[src/qos_pkg.sv]
// Purpose: Shared constants and types of the egress QoS, drop and buffer block.
// Assumes: One 100 MHz system clock; queue index equals frame class.
// Notes: Summary of the block's behaviour follows.
// Summary of operation
// - Nonempty strict-priority queue is always served first, unless P6 is held by its shaper.
// - Best-effort queues served only when others idle or P6 shaper-held, under delay bound.
// - SP and BE queues dropped only on shortage, except BE in WFQ-only mode.
// - Eight class weights sum to 64.
// - In WFQ-only mode low queues face random drop too.
// - Shaping only for gigabit class P6.
// - Peak rate below peak setting over 64.
// - Average rate at most average setting over 64.
// - Shaper may hold frames while line idles.
// - Drop level from N at 120/140/160 KB.
// - N weighted 16/4/1 under delay bound.
// - Level 1 drops high-drop by percentage only.
// - Level 2 drops above per-queue byte threshold.
// - Level 3 drops every non-exempt frame above queue threshold.
// - Arrivals held in temporary region before dropping.
// - Reserved regions exist for classes 2 to 7.
// - Buffer region follows class among eight.
// - Per-source-port regions sized by port type.
// - Allocate class, then shared, then port region.
// - Delay-bound choice follows ages and occupancy.
package qos_pkg;
	typedef enum logic [1:0] {OP_DB, OP_SP_DB, OP_SP_WFQ, OP_WFQ} sched_mode_t;
	localparam int CLK_NS = 10;
	localparam int TICK_NS = 1000;
	localparam int TICK_CYCLES = TICK_NS / CLK_NS;
	localparam int LINE_MBPS = 1000;
	localparam int BYTES_PER_US = LINE_MBPS / 8;
	localparam int RATE_DEN = 64;
	localparam int MAX_FRAME = 1522;
	localparam int WFQ_QUANTUM = 64;
	localparam int N_MUL_P3 = 16;
	localparam int N_MUL_P2 = 4;
	localparam int PCT_SCALE = 256;
	localparam int PCT_FULL = 100;
	localparam int NUM_PORTS = 26;
	localparam int NUM_FAST = 24;
	localparam int NUM_Q = 8;
	localparam int FIRST_RES_CLASS = 2;
	localparam int WEIGHT_TOTAL = 64;
	localparam int MODE_MSB = 7;
	localparam int MODE_LSB = 6;
	localparam int SHAPE_EN_BIT = 16;
	localparam int KB_SHIFT = 10;
	localparam logic [7:0] TEMP_SLOTS = 8'h20;
	localparam logic [11:0] AGE_MAX = 12'hFFF;
	localparam logic [11:0] DB_P76_US = 12'h0A0;
	localparam logic [11:0] DB_P5_US = 12'h140;
	localparam logic [11:0] DB_P4_US = 12'h280;
	localparam logic [11:0] DB_P3_US = 12'h500;
	localparam logic [11:0] DB_P2_US = 12'hA00;
	localparam logic [15:0] LVL1_KB = 16'h0078;
	localparam logic [15:0] LVL2_KB = 16'h008C;
	localparam logic [15:0] LVL3_KB = 16'h00A0;
	localparam logic [3:0] RGN_SHARED = 4'h8;
	localparam logic [3:0] RGN_PORT = 4'h9;
	localparam logic [3:0] RGN_NONE = 4'hF;
	localparam logic [5:0] A_SCHED = 6'h00;
	localparam logic [5:0] A_WGT_LO = 6'h04;
	localparam logic [5:0] A_WGT_HI = 6'h08;
	localparam logic [5:0] A_SHAPER = 6'h0C;
	localparam logic [5:0] A_DROP_A = 6'h10;
	localparam logic [5:0] A_DROP_B = 6'h14;
	localparam logic [5:0] A_THRESH = 6'h18;
	localparam logic [5:0] A_CRES_LO = 6'h1C;
	localparam logic [5:0] A_CRES_HI = 6'h20;
	localparam logic [5:0] A_PRES = 6'h24;
	localparam logic [5:0] A_STATUS = 6'h28;
	localparam logic [63:0] RST_WEIGHTS = 64'h0808_0808_0808_0808;
	localparam logic [31:0] RST_CRES_LO = 32'h0404_0404;
	localparam logic [23:0] RST_CRES_HI = 24'h40_0404;
	localparam logic [15:0] RST_PRES = 16'h0802;
	localparam logic [15:0] LFSR_SEED = 16'hACE1;
	localparam logic [15:0] LFSR_TAPS = 16'hB400;
endpackage

[src/qos_sched_wred_buffer_mgr.sv]
// Purpose: Egress scheduler, random early drop and buffer region accounting.
// Assumes: One gigabit egress port of eight queues; frame engine on the same clock.
// Notes: Decisions and grants are registered; region use counters are in buffer slots.
//
// Local design decisions: the placing of the registers and the strobed register port.
module qos_sched_wred_buffer_mgr (
	input wire logic clk_sys_in,
	input wire logic srst_in,
	input wire logic [5:0] reg_addr_in,
	input wire logic [31:0] reg_wdata_in,
	input wire logic reg_wr_in,
	input wire logic reg_rd_in,
	output logic [31:0] reg_rdata_out,
	input wire logic rx_arrive_in,
	input wire logic cls_valid_in,
	input wire logic [2:0] cls_class_in,
	input wire logic cls_high_drop_in,
	input wire logic [4:0] cls_src_port_in,
	input wire logic [13:0] cls_bytes_in,
	input wire logic rel_valid_in,
	input wire logic [3:0] rel_region_in,
	input wire logic [4:0] rel_src_port_in,
	input wire logic tx_ready_in,
	input wire logic tx_done_in,
	input wire logic [13:0] tx_done_bytes_in,
	output logic temp_full_out,
	output logic dec_valid_out,
	output logic dec_drop_out,
	output logic [3:0] dec_region_out,
	output logic tx_grant_out,
	output logic [2:0] tx_queue_out
);
	logic [7:0] gig_port_a_sched_config_r;
	logic [63:0] weight_r;
	logic [16:0] shaper_r;
	logic [6:0] drop_rate_ctrl_a_r;
	logic [14:0] drop_rate_ctrl_b_r;
	logic [23:0] q_thresh_r;
	logic [31:0] cres_lo_r;
	logic [23:0] cres_hi_r;
	logic [15:0] port_res_r;
	logic [31:0] rd_mux;
	logic [19:0] q_bytes_r [qos_pkg::NUM_Q];
	logic [7:0] q_frames_r [qos_pkg::NUM_Q];
	logic [11:0] q_age_r [qos_pkg::NUM_Q];
	logic signed [23:0] q_credit_r [qos_pkg::NUM_Q];
	logic [7:0] cls_used_r [qos_pkg::NUM_Q];
	logic [7:0] port_used_r [qos_pkg::NUM_PORTS];
	logic [7:0] shared_used_r, temp_used_r, temp_nxt;
	logic [6:0] tick_cnt_r;
	logic tick_r, busy_r, shp_ok;
	logic [15:0] lfsr_r;
	qos_pkg::sched_mode_t mode;
	logic sp, dbm, shp_en, sel_v, reload, any_wfq;
	logic [2:0] sel_q;
	logic [7:0] ne;
	logic signed [12:0] best, sl;
	logic [24:0] n_bytes;
	logic [15:0] n_kb;
	logic [1:0] level;
	logic [9:0] q_kb;
	logic over_thr, hit_hi, hit_lo, wred_drop, exempt, drop_c, acc;
	logic c_room, sh_room, p_room;
	logic [3:0] region_c;

	// Byte field q of a packed group of byte-wide fields.
	function automatic logic [7:0] fld8(input logic [63:0] v, input int q);
		return v[q * 8 +: 8];
	endfunction

	// Up/down slot counter step.
	function automatic logic [7:0] upd8(input logic [7:0] c, input logic inc, input logic dec);
		return c + {7'h00, inc} - {7'h00, dec};
	endfunction

	// True with probability pct percent for a uniform random byte.
	function automatic logic pct_hit(input logic [6:0] pct, input logic [7:0] r);
		return 16'(r) * 16'(qos_pkg::PCT_FULL) < 16'(pct) * 16'(qos_pkg::PCT_SCALE);
	endfunction

	// Delay bound of queue q in microseconds.
	function automatic logic [11:0] bound_us(input int q);
		case (q)
			7, 6: return qos_pkg::DB_P76_US;
			5: return qos_pkg::DB_P5_US;
			4: return qos_pkg::DB_P4_US;
			3: return qos_pkg::DB_P3_US;
			default: return qos_pkg::DB_P2_US;
		endcase
	endfunction

	// Register writes; software sets mode, weights, shaper, drop and buffer sizes.
	always_ff @(posedge clk_sys_in) begin
		if (srst_in) begin
			gig_port_a_sched_config_r <= 8'h00;
			weight_r <= qos_pkg::RST_WEIGHTS;
			shaper_r <= 17'h0_0000;
			drop_rate_ctrl_a_r <= 7'h00;
			drop_rate_ctrl_b_r <= 15'h0000;
			q_thresh_r <= 24'h00_0000;
			cres_lo_r <= qos_pkg::RST_CRES_LO;
			cres_hi_r <= qos_pkg::RST_CRES_HI;
			port_res_r <= qos_pkg::RST_PRES;
		end else if (reg_wr_in) begin
			unique case (reg_addr_in)
				qos_pkg::A_SCHED: gig_port_a_sched_config_r <= reg_wdata_in[7:0];
				qos_pkg::A_WGT_LO: weight_r[31:0] <= reg_wdata_in;
				qos_pkg::A_WGT_HI: weight_r[63:32] <= reg_wdata_in;
				qos_pkg::A_SHAPER: shaper_r <= reg_wdata_in[16:0];
				qos_pkg::A_DROP_A: drop_rate_ctrl_a_r <= reg_wdata_in[6:0];
				qos_pkg::A_DROP_B: drop_rate_ctrl_b_r <= reg_wdata_in[14:0];
				qos_pkg::A_THRESH: q_thresh_r <= reg_wdata_in[23:0];
				qos_pkg::A_CRES_LO: cres_lo_r <= reg_wdata_in;
				qos_pkg::A_CRES_HI: cres_hi_r <= reg_wdata_in[23:0];
				qos_pkg::A_PRES: port_res_r <= reg_wdata_in[15:0];
				default: ;
			endcase
		end
	end

	// Read mux; status shows weight check, temp and shared use, and drop level.
	always_comb begin
		rd_mux = 32'h0000_0000;
		unique case (reg_addr_in)
			qos_pkg::A_SCHED: rd_mux = {24'h00_0000, gig_port_a_sched_config_r};
			qos_pkg::A_WGT_LO: rd_mux = weight_r[31:0];
			qos_pkg::A_WGT_HI: rd_mux = weight_r[63:32];
			qos_pkg::A_SHAPER: rd_mux = {15'h0000, shaper_r};
			qos_pkg::A_DROP_A: rd_mux = {25'h000_0000, drop_rate_ctrl_a_r};
			qos_pkg::A_DROP_B: rd_mux = {17'h0_0000, drop_rate_ctrl_b_r};
			qos_pkg::A_THRESH: rd_mux = {8'h00, q_thresh_r};
			qos_pkg::A_CRES_LO: rd_mux = cres_lo_r;
			qos_pkg::A_CRES_HI: rd_mux = {8'h00, cres_hi_r};
			qos_pkg::A_PRES: rd_mux = {16'h0000, port_res_r};
			qos_pkg::A_STATUS: rd_mux = {7'h00, 11'(fld8(weight_r, 0)) + 11'(fld8(weight_r, 1))
				+ 11'(fld8(weight_r, 2)) + 11'(fld8(weight_r, 3)) + 11'(fld8(weight_r, 4))
				+ 11'(fld8(weight_r, 5)) + 11'(fld8(weight_r, 6)) + 11'(fld8(weight_r, 7))
				== 11'(qos_pkg::WEIGHT_TOTAL), temp_used_r, shared_used_r, 6'h00, level};
			default: rd_mux = 32'h0000_0000;
		endcase
	end

	// Read data is valid only in the cycle after the strobe.
	always_ff @(posedge clk_sys_in) begin
		if (srst_in) begin
			reg_rdata_out <= 32'h0000_0000;
		end else begin
			reg_rdata_out <= reg_rd_in ? rd_mux : 32'h0000_0000;
		end
	end

	// Microsecond tick for ages and shaper refill, plus the random source.
	always_ff @(posedge clk_sys_in) begin
		if (srst_in) begin
			tick_cnt_r <= 7'h00;
			tick_r <= 1'b0;
			lfsr_r <= qos_pkg::LFSR_SEED;
		end else begin
			// Wrap on the same compare as the tick, so one tick comes every TICK_CYCLES cycles.
			tick_r <= tick_cnt_r == 7'(qos_pkg::TICK_CYCLES - 1);
			tick_cnt_r <= (tick_cnt_r == 7'(qos_pkg::TICK_CYCLES - 1)) ? 7'h00 : tick_cnt_r + 7'h01;
			lfsr_r <= {1'b0, lfsr_r[15:1]} ^ (lfsr_r[0] ? qos_pkg::LFSR_TAPS : 16'h0000);
		end
	end

	// shaping honoured only in SP configurations
	always_comb begin
		mode = qos_pkg::sched_mode_t'(gig_port_a_sched_config_r[qos_pkg::MODE_MSB:qos_pkg::MODE_LSB]);
		sp = mode == qos_pkg::OP_SP_DB || mode == qos_pkg::OP_SP_WFQ;
		dbm = mode == qos_pkg::OP_DB || mode == qos_pkg::OP_SP_DB;
		shp_en = shaper_r[qos_pkg::SHAPE_EN_BIT] && sp;
		for (int q = 0; q < qos_pkg::NUM_Q; q++) begin
			ne[q] = q_frames_r[q] != 8'h00;
		end
	end

	qos_shaper u_shaper (
		.clk_sys_in(clk_sys_in),
		.srst_in(srst_in),
		.tick_in(tick_r),
		.en_in(shp_en),
		.peak_in(shaper_r[6:0]),
		.avg_in(shaper_r[14:8]),
		.sent_in(tx_done_in && tx_queue_out == 3'h6),
		.bytes_in(tx_done_bytes_in),
		.ok_out(shp_ok)
	);

	// Queue selection. Delay-bound queues go by least slack to their bound.
	always_comb begin
		sel_v = 1'b0;
		sel_q = 3'h0;
		reload = 1'b0;
		any_wfq = 1'b0;
		best = 13'sh0FFF;
		sl = 13'sh0000;
		if (sp && ne[7]) begin
			sel_v = 1'b1;
			sel_q = 3'h7;
		end else if (sp && ne[6] && shp_ok) begin
			sel_v = 1'b1;
			sel_q = 3'h6;
		end else if (dbm) begin
			for (int q = qos_pkg::FIRST_RES_CLASS; q < qos_pkg::NUM_Q; q++) begin
				sl = $signed({1'b0, bound_us(q)}) - $signed({1'b0, q_age_r[q]});
				if (ne[q] && (mode == qos_pkg::OP_DB || q < 6) && sl <= best) begin
					best = sl;
					sel_v = 1'b1;
					sel_q = 3'(q);
				end
			end
			// best effort only when all else idle or P6 held by the shaper
			if (!sel_v && (ne[1] || ne[0])) begin
				sel_v = 1'b1;
				sel_q = ne[1] ? 3'h1 : 3'h0;
			end
		end else begin
			for (int q = 0; q < qos_pkg::NUM_Q; q++) begin
				if (ne[q] && (mode == qos_pkg::OP_WFQ || q < 6)) begin
					any_wfq = 1'b1;
					if (q_credit_r[q] > 24'sh00_0000) begin
						sel_v = 1'b1;
						sel_q = 3'(q);
					end
				end
			end
			reload = any_wfq && !sel_v;
		end
	end

	// One grant per transmission; the next waits for the done report.
	always_ff @(posedge clk_sys_in) begin
		if (srst_in) begin
			tx_grant_out <= 1'b0;
			tx_queue_out <= 3'h0;
			busy_r <= 1'b0;
		end else begin
			tx_grant_out <= !busy_r && tx_ready_in && sel_v;
			if (!busy_r && tx_ready_in && sel_v) begin
				tx_queue_out <= sel_q;
				busy_r <= 1'b1;
			end else if (tx_done_in) begin
				busy_r <= 1'b0;
			end
		end
	end

	always_comb begin
		n_bytes = dbm ? 25'(q_bytes_r[3]) * 25'(qos_pkg::N_MUL_P3) + 25'(q_bytes_r[2])
			* 25'(qos_pkg::N_MUL_P2) + 25'(q_bytes_r[1])
			: 25'(q_bytes_r[3]) + 25'(q_bytes_r[2]) + 25'(q_bytes_r[1]);
		n_kb = 16'(n_bytes >> qos_pkg::KB_SHIFT);
		level = n_kb >= qos_pkg::LVL3_KB ? 2'h3 : n_kb >= qos_pkg::LVL2_KB ? 2'h2
			: n_kb >= qos_pkg::LVL1_KB ? 2'h1 : 2'h0;
	end

	// Drop and region decision for the classified frame.
	always_comb begin
		q_kb = q_bytes_r[cls_class_in][19:10];
		over_thr = cls_class_in >= 3'h3 ? q_kb >= 10'(q_thresh_r[7:0])
			: cls_class_in == 3'h2 ? q_kb >= 10'(q_thresh_r[15:8]) : q_kb >= 10'(q_thresh_r[23:16]);
		hit_hi = pct_hit(drop_rate_ctrl_a_r, lfsr_r[7:0]);
		hit_lo = 1'b0;
		if (level == 2'h2 && over_thr) begin
			hit_hi = pct_hit(drop_rate_ctrl_b_r[6:0], lfsr_r[7:0]);
			hit_lo = pct_hit(drop_rate_ctrl_b_r[14:8], lfsr_r[15:8]);
		end
		if (level == 2'h3 && over_thr) begin
			hit_hi = 1'b1;
			hit_lo = 1'b1;
		end
		wred_drop = level != 2'h0 && (cls_high_drop_in ? hit_hi : hit_lo);
		exempt = mode == qos_pkg::OP_WFQ ? 1'b0 : cls_class_in <= 3'h1 || (sp && cls_class_in >= 3'h6);
		c_room = cls_class_in >= 3'(qos_pkg::FIRST_RES_CLASS)
			&& cls_used_r[cls_class_in] < (cls_class_in >= 3'h6
			? cres_hi_r[8 * (cls_class_in - 3'h6) +: 8] : cres_lo_r[8 * (cls_class_in - 3'h2) +: 8]);
		sh_room = shared_used_r < cres_hi_r[23:16];
		p_room = port_used_r[cls_src_port_in] < (cls_src_port_in >= 5'(qos_pkg::NUM_FAST)
			? port_res_r[15:8] : port_res_r[7:0]);
		region_c = c_room ? {1'b0, cls_class_in} : sh_room ? qos_pkg::RGN_SHARED
			: p_room ? qos_pkg::RGN_PORT : qos_pkg::RGN_NONE;
		drop_c = (wred_drop && !exempt) || region_c == qos_pkg::RGN_NONE;
		acc = cls_valid_in && !drop_c;
		// arrivals wait in the temporary region
		temp_nxt = upd8(temp_used_r, rx_arrive_in, cls_valid_in);
	end

	// Decision outputs and temporary region fill.
	always_ff @(posedge clk_sys_in) begin
		if (srst_in) begin
			dec_valid_out <= 1'b0;
			dec_drop_out <= 1'b0;
			dec_region_out <= qos_pkg::RGN_NONE;
			temp_used_r <= 8'h00;
			temp_full_out <= 1'b0;
		end else begin
			dec_valid_out <= cls_valid_in;
			dec_drop_out <= cls_valid_in && drop_c;
			dec_region_out <= acc ? region_c : qos_pkg::RGN_NONE;
			temp_used_r <= temp_nxt;
			temp_full_out <= temp_nxt >= qos_pkg::TEMP_SLOTS;
		end
	end

	always_ff @(posedge clk_sys_in) begin
		if (srst_in) begin
			shared_used_r <= 8'h00;
			for (int i = 0; i < qos_pkg::NUM_Q; i++) begin
				cls_used_r[i] <= 8'h00;
			end
			for (int i = 0; i < qos_pkg::NUM_PORTS; i++) begin
				port_used_r[i] <= 8'h00;
			end
		end else begin
			shared_used_r <= upd8(shared_used_r, acc && region_c == qos_pkg::RGN_SHARED,
				rel_valid_in && rel_region_in == qos_pkg::RGN_SHARED);
			for (int i = 0; i < qos_pkg::NUM_Q; i++) begin
				cls_used_r[i] <= upd8(cls_used_r[i], acc && region_c == 4'(i),
					rel_valid_in && rel_region_in == 4'(i));
			end
			for (int i = 0; i < qos_pkg::NUM_PORTS; i++) begin
				port_used_r[i] <= upd8(port_used_r[i],
					acc && region_c == qos_pkg::RGN_PORT && cls_src_port_in == 5'(i),
					rel_valid_in && rel_region_in == qos_pkg::RGN_PORT && rel_src_port_in == 5'(i));
			end
		end
	end

	// Queue bytes, frames, head ages and fair-queuing credit. Age restarts when the head leaves.
	always_ff @(posedge clk_sys_in) begin
		if (srst_in) begin
			for (int q = 0; q < qos_pkg::NUM_Q; q++) begin
				q_bytes_r[q] <= 20'h0_0000;
				q_frames_r[q] <= 8'h00;
				q_age_r[q] <= 12'h000;
				q_credit_r[q] <= 24'sh00_0000;
			end
		end else begin
			for (int q = 0; q < qos_pkg::NUM_Q; q++) begin
				q_bytes_r[q] <= q_bytes_r[q] + ((acc && cls_class_in == 3'(q)) ? 20'(cls_bytes_in) : 20'h0_0000)
					- ((tx_done_in && tx_queue_out == 3'(q)) ? 20'(tx_done_bytes_in) : 20'h0_0000);
				q_frames_r[q] <= upd8(q_frames_r[q], acc && cls_class_in == 3'(q),
					tx_done_in && tx_queue_out == 3'(q));
				if (!ne[q] || (tx_done_in && tx_queue_out == 3'(q))) begin
					q_age_r[q] <= 12'h000;
				end else if (tick_r && q_age_r[q] != qos_pkg::AGE_MAX) begin
					q_age_r[q] <= q_age_r[q] + 12'h001;
				end
				if (!ne[q]) begin
					q_credit_r[q] <= 24'sh00_0000;
				end else begin
					q_credit_r[q] <= q_credit_r[q]
						+ (reload ? 24'(fld8(weight_r, q)) * 24'(qos_pkg::WFQ_QUANTUM) : 24'sh00_0000)
						- ((tx_done_in && tx_queue_out == 3'(q)) ? 24'(tx_done_bytes_in) : 24'sh00_0000);
				end
			end
		end
	end
endmodule // qos_sched_wred_buffer_mgr

[src/qos_shaper.sv]
// Purpose: Two token buckets limiting peak and average rate of one class.
// Assumes: Credits are kept in 1/64 byte units, refilled once per microsecond.
// Notes: The peak bucket holds no credit, so frames are spaced at the peak rate.
module qos_shaper (
	input wire logic clk_sys_in,
	input wire logic srst_in,
	input wire logic tick_in,
	input wire logic en_in,
	input wire logic [6:0] peak_in,
	input wire logic [6:0] avg_in,
	input wire logic sent_in,
	input wire logic [13:0] bytes_in,
	output logic ok_out
);
	localparam logic signed [23:0] AVG_CAP = 24'(qos_pkg::MAX_FRAME * qos_pkg::RATE_DEN);
	logic signed [23:0] pk_r, av_r, pk_nxt, av_nxt, cost, pk_add, av_add;

	// A sent frame costs its bytes; each tick refills by setting times line bytes per us.
	always_comb begin
		cost = sent_in ? 24'(bytes_in) * 24'(qos_pkg::RATE_DEN) : 24'h00_0000;
		pk_add = tick_in ? 24'(peak_in) * 24'(qos_pkg::BYTES_PER_US) : 24'h00_0000;
		av_add = tick_in ? 24'(avg_in) * 24'(qos_pkg::BYTES_PER_US) : 24'h00_0000;
		pk_nxt = pk_r - cost + pk_add;
		av_nxt = av_r - cost + av_add;
		if (pk_nxt > 24'sh00_0000) begin
			pk_nxt = 24'sh00_0000;
		end
		if (av_nxt > AVG_CAP) begin
			av_nxt = AVG_CAP;
		end
	end

	always_ff @(posedge clk_sys_in) begin
		if (srst_in || !en_in) begin
			pk_r <= 24'sh00_0000;
			av_r <= AVG_CAP;
			ok_out <= 1'b1;
		end else begin
			pk_r <= pk_nxt;
			av_r <= av_nxt;
			ok_out <= (pk_nxt >= 24'sh00_0000) && (av_nxt >= 24'sh00_0000);
		end
	end
endmodule // qos_shaper

[config.mk]
export PLATFORM = sky130hd
export DESIGN_NAME = qos_sched_wred_buffer_mgr
export DESIGN_NICKNAME = d
export VERILOG_FILES = /design/src/qos_pkg.sv /design/src/qos_sched_wred_buffer_mgr.sv /design/src/qos_shaper.sv
export SDC_FILE = /design/constraint.sdc
export NUM_CORES = 2
export LEC_CHECK = 0
export BUFFER_PORTS_ARGS = -buffer_cell sky130_fd_sc_hd__buf_2
export CORE_MARGIN = 8
export CORE_UTILIZATION = 30
export CTS_CLUSTER_SIZE = 16
export DETAILED_ROUTE_END_ITERATION = 8
export PLACE_DENSITY = 0.44
export SLEW_MARGIN = 20
export SYNTH_ARGS = -nofsm -noshare
export SYNTH_HDL_FRONTEND = slang
export SYNTH_SLANG_ARGS = --single-unit
[constraint.sdc]
create_clock -name clk_sys_in -period 17.2 [get_ports clk_sys_in]
set_clock_uncertainty 0.1 [all_clocks]
set_input_delay 3.44 -clock clk_sys_in [delete_from_list [all_inputs] [get_ports clk_sys_in]]
set_output_delay 3.44 -clock clk_sys_in [all_outputs]
set_load 0.01 [all_outputs]
==> results_dict.tcl <==
set metrics [dict create \
    status "finished, final reports clean" \
    die_h_um 559.5 \
    pin_count 136 \
    design_area_um2 99320 \
    cts_buffers 155 \
    antenna_left 0 \
    slew_viol_final 0 \
    holdBufCountCts 0 \
    vias_per_cell 4.741 \
    synthTopCellsByArea "dfxtp_1, ha_1, edfxtp_1, fa_1, inv_1" \
    multi_input_area_um2 56940 \
    peakVddDrop_mv 0.2013 \
    p_seq_frac 0.212 \
    r2r-start "q_age_r[0][24]" \
    min_period_ps 15920 \
    synthFlopType "dfxtp_1" \
    dieArea_um2 313100 \
    start_util 0.3016 \
    num-nets-final 12150 \
    critPathKind "reg -> reg" \
    postSynth.asyncResetShare 0 \
    io_buffer_count 135 \
    gp_congestion 0.8878 \
    slew_headroom 0.1787 \
    globalRouteOverflowTotal 0 \
    synth-edff-count 264 \
    rsz0062_at_grt "false" \
    route.detailed.drc 0 \
    antenna_found_initial 46 \
    intPower_uw 10420 \
    total_leakage_power_uw 0.04365 \
    hold_viol 0 \
    vias 69120 \
    worst_slew_pin_slew_ps 1232 \
    cp-startpoint "q_age_r[0][24]" \
    fin_crit_sh 0.9257 \
    synth_seq_area_share 0.2783 \
    layout-drive-gt1-share 0.06214 \
    cts_root_buf "clkbuf_16" \
    syn_inst 10290 \
    yosys_warnings 0 \
    first_global_vias 70210 \
    p_per_area_nw_per_um2 187.5 \
    grt_pass1_wl_um 425200 \
    regArea_um2 24660 \
    cts_tree "yes" \
    setup_viol 0 \
    cts_htree_levels 4 \
    clk_latency_ps 860 \
    cp_common_cell "o21ai_0" \
    max_freq_mhz 62.81 \
    syn_area_um2 88620 \
    yosysMostFrequentCell "inv_1" \
    hold_class "reg -> reg" \
    swShare 0.4405 \
    wire_per_inst_um 19.17 \
    clock_tree.buffer_depth 4 \
    syn_to_final_growth_pct 12.07 \
    dpl_cell_area_um2 94200 \
    min_from "tick_cnt_r[0]" \
    avgSynthCellArea_um2 8.616 \
    post_cts_buffers 0 \
    initialDrtViolationCount 4006 \
    cts_resized 0 \
    chipWidth_um 559.5 \
    crit_arrival_ps 16530 \
    n_fill_cell 30670 \
    p_clk_frac 0.176 \
    core_region_area_um2 293800 \
    worstSetupStartpointType "flop" \
    core.rowCount 199 \
    worstPathRequired_ps 17810 \
    cp_slowest_cell "and3_1" \
    grt_start_max_net_pins 87 \
    grt_usage 0.1744 \
    netlist.area_leader.share 0.1888 \
    wl_um 279400 \
    pwr-share-comb 0.612 \
    drv_cap 0 \
    endpoint_kind "flop" \
    ys_ff_latch 1100 \
    netSwitchingPower_uw 8205 \
    synth_top_area_cell "dfxtp_1" \
    crit_fanout 25 \
    slowest_delay_ps 840 \
    clk_pin_slew_ps 60 \
    setup_tns_ps 0 \
    dr.pass1.iters 8 \
    yosys-top-cells-count "inv_1, ha_1, nor2_1, dfxtp_1, nand2_1" \
    ys_types 115 \
    cts.sinks 1100 \
    place_hpwl_um 222200 \
]
==> state kept, by name (all words and copies together), names as in the netlist, 32 cells and up <==
signal	flops
q_frames_r	64
q_age_r	72
weight_r	64
cres_lo_r	32
q_bytes_r	160
reg_rdata_out	32
q_credit_r	192
port_used_r	208
cls_used_r	64
==> per-layer routing <==
layer  routed length [um]  share of wire  track usage
met1               123500           0.44       0.2230
met2               131900           0.47       0.3001
met3                12370          0.044      0.02358
met4                11600          0.041      0.06380
met5                   73        0.00026            0
==> power by group through the flow <==
stage / Clock [uW] / Combinational (uW) / Sequential (uW)
floorplan: 0 / 9020 / 3790
global placement: 0 / 11300 / 4000
detailed placement: 0 / 11400 / 4010
CTS: 3400 / 11500 / 3960
global route: 3490 / 13000 / 4040
finish: 3280 / 11400 / 3950
==> through the flow <==
step	util	setup slack [ps]	std cells	power (uW)	hold slack, ps
2_1_floorplan	-	3800	10480	12810	313.2
3_3_place_gp	0.3206	1469	14280	15300	329.8
3_5_place_dp	0.3206	1496	14280	15410	345.5
4_1_cts	0.3379	1437	14560	18860	354.3
5_1_grt	0.3379	185.3	14570	20540	367.8
6_report	0.3381	1278	14580	18620	350.0
==> cells in the final DEF (no fill, tap or decap), types with 26 or more instances in the layout <==
cell type,netlist,layout
inv_1,1722,1722
ha_1,1178,1178
nor2_1,967,964
dfxtp_1,836,835
nand2_1,821,820
a21oi_1,658,657
xnor2_1,507,507
fa_1,366,366
o21ai_0,302,302
edfxtp_1,264,264
a21o_1,259,259
nor2b_1,246,246
nor3_1,244,239
xor2_1,210,210
conb_1,1,192
o21bai_1,161,161
clkbuf_16,0,161
nand3_1,156,156
buf_2,7,130
nand2b_1,119,119
mux4_2,98,98
and2_1,95,95
buf_4,8,72
o21a_1,72,71
mux2i_1,68,68
nor4_1,43,43
and3_1,43,42
a21boi_0,41,41
nand4_1,40,40
clkbuf_1,267,38
a31oi_1,38,37
a222oi_1,36,36
or3_1,34,34
a22oi_1,28,28
nor3b_1,30,28
or2_2,26,26
clkinv_2,0,26
clkbuf_8,6,26
==> cells by family (layout without fill, tap and decap cells) <==
| kind of cell | count (synthesis) | in the layout | synth area share |
|---|---|---|---|
| flip-flops | 1100 | 1100 | 0.2783 |
| AO/OA/AOI/OAI | 1755 | 1755 | 0.1244 |
| multiplexers | 185 | 185 | 0.03511 |
| XOR/XNOR | 717 | 717 | 0.07086 |
| other | 1 | 213 | 0.00004231 |
| adder cells (fa/ha/maj) | 1545 | 1545 | 0.2491 |
| AND/OR/NAND/NOR | 2936 | 2936 | 0.1539 |
| buffers and inverters | 2047 | 2208 | 0.08831 |
==> path summary, 6_finish.rpt <==
check | endpoint | slack (ps) | cells after the start
max | tx_queue_out[2] | 1280 | 71
min | tick_cnt_r[0] | 350 | 1
max reg2reg | tx_queue_out[2] | 1280 | 71
min reg2reg | tick_cnt_r[0] | 350 | 1
==> layout make-up <==
| type | count | share of cell area |
|---|---|---|
| antenna | 21 | 0.0005291 |
| inverter | 1726 | 0.06523 |
| clock inverter | 53 | 0.005404 |
| tap | 3919 | 0.04937 |
| timing repair buffer | 204 | 0.01226 |
| clock buffer | 225 | 0.04560 |
| sequential | 1100 | 0.2483 |
| multi-input combinational | 7330 | 0.5733 |
==> worst max-delay path, delay by kind of cell (launching register included) <==
family                   cells  cell delay (ps)
AO/OA/AOI/OAI               28             5850
AND/OR/NAND/NOR             29             5830
adder cells (fa/ha/maj)      6             1820
buffers and inverters        5              840
multiplexers                 3              800
flip-flops                   1              530
No activity file was read; power rests on OpenSTA's default activity.
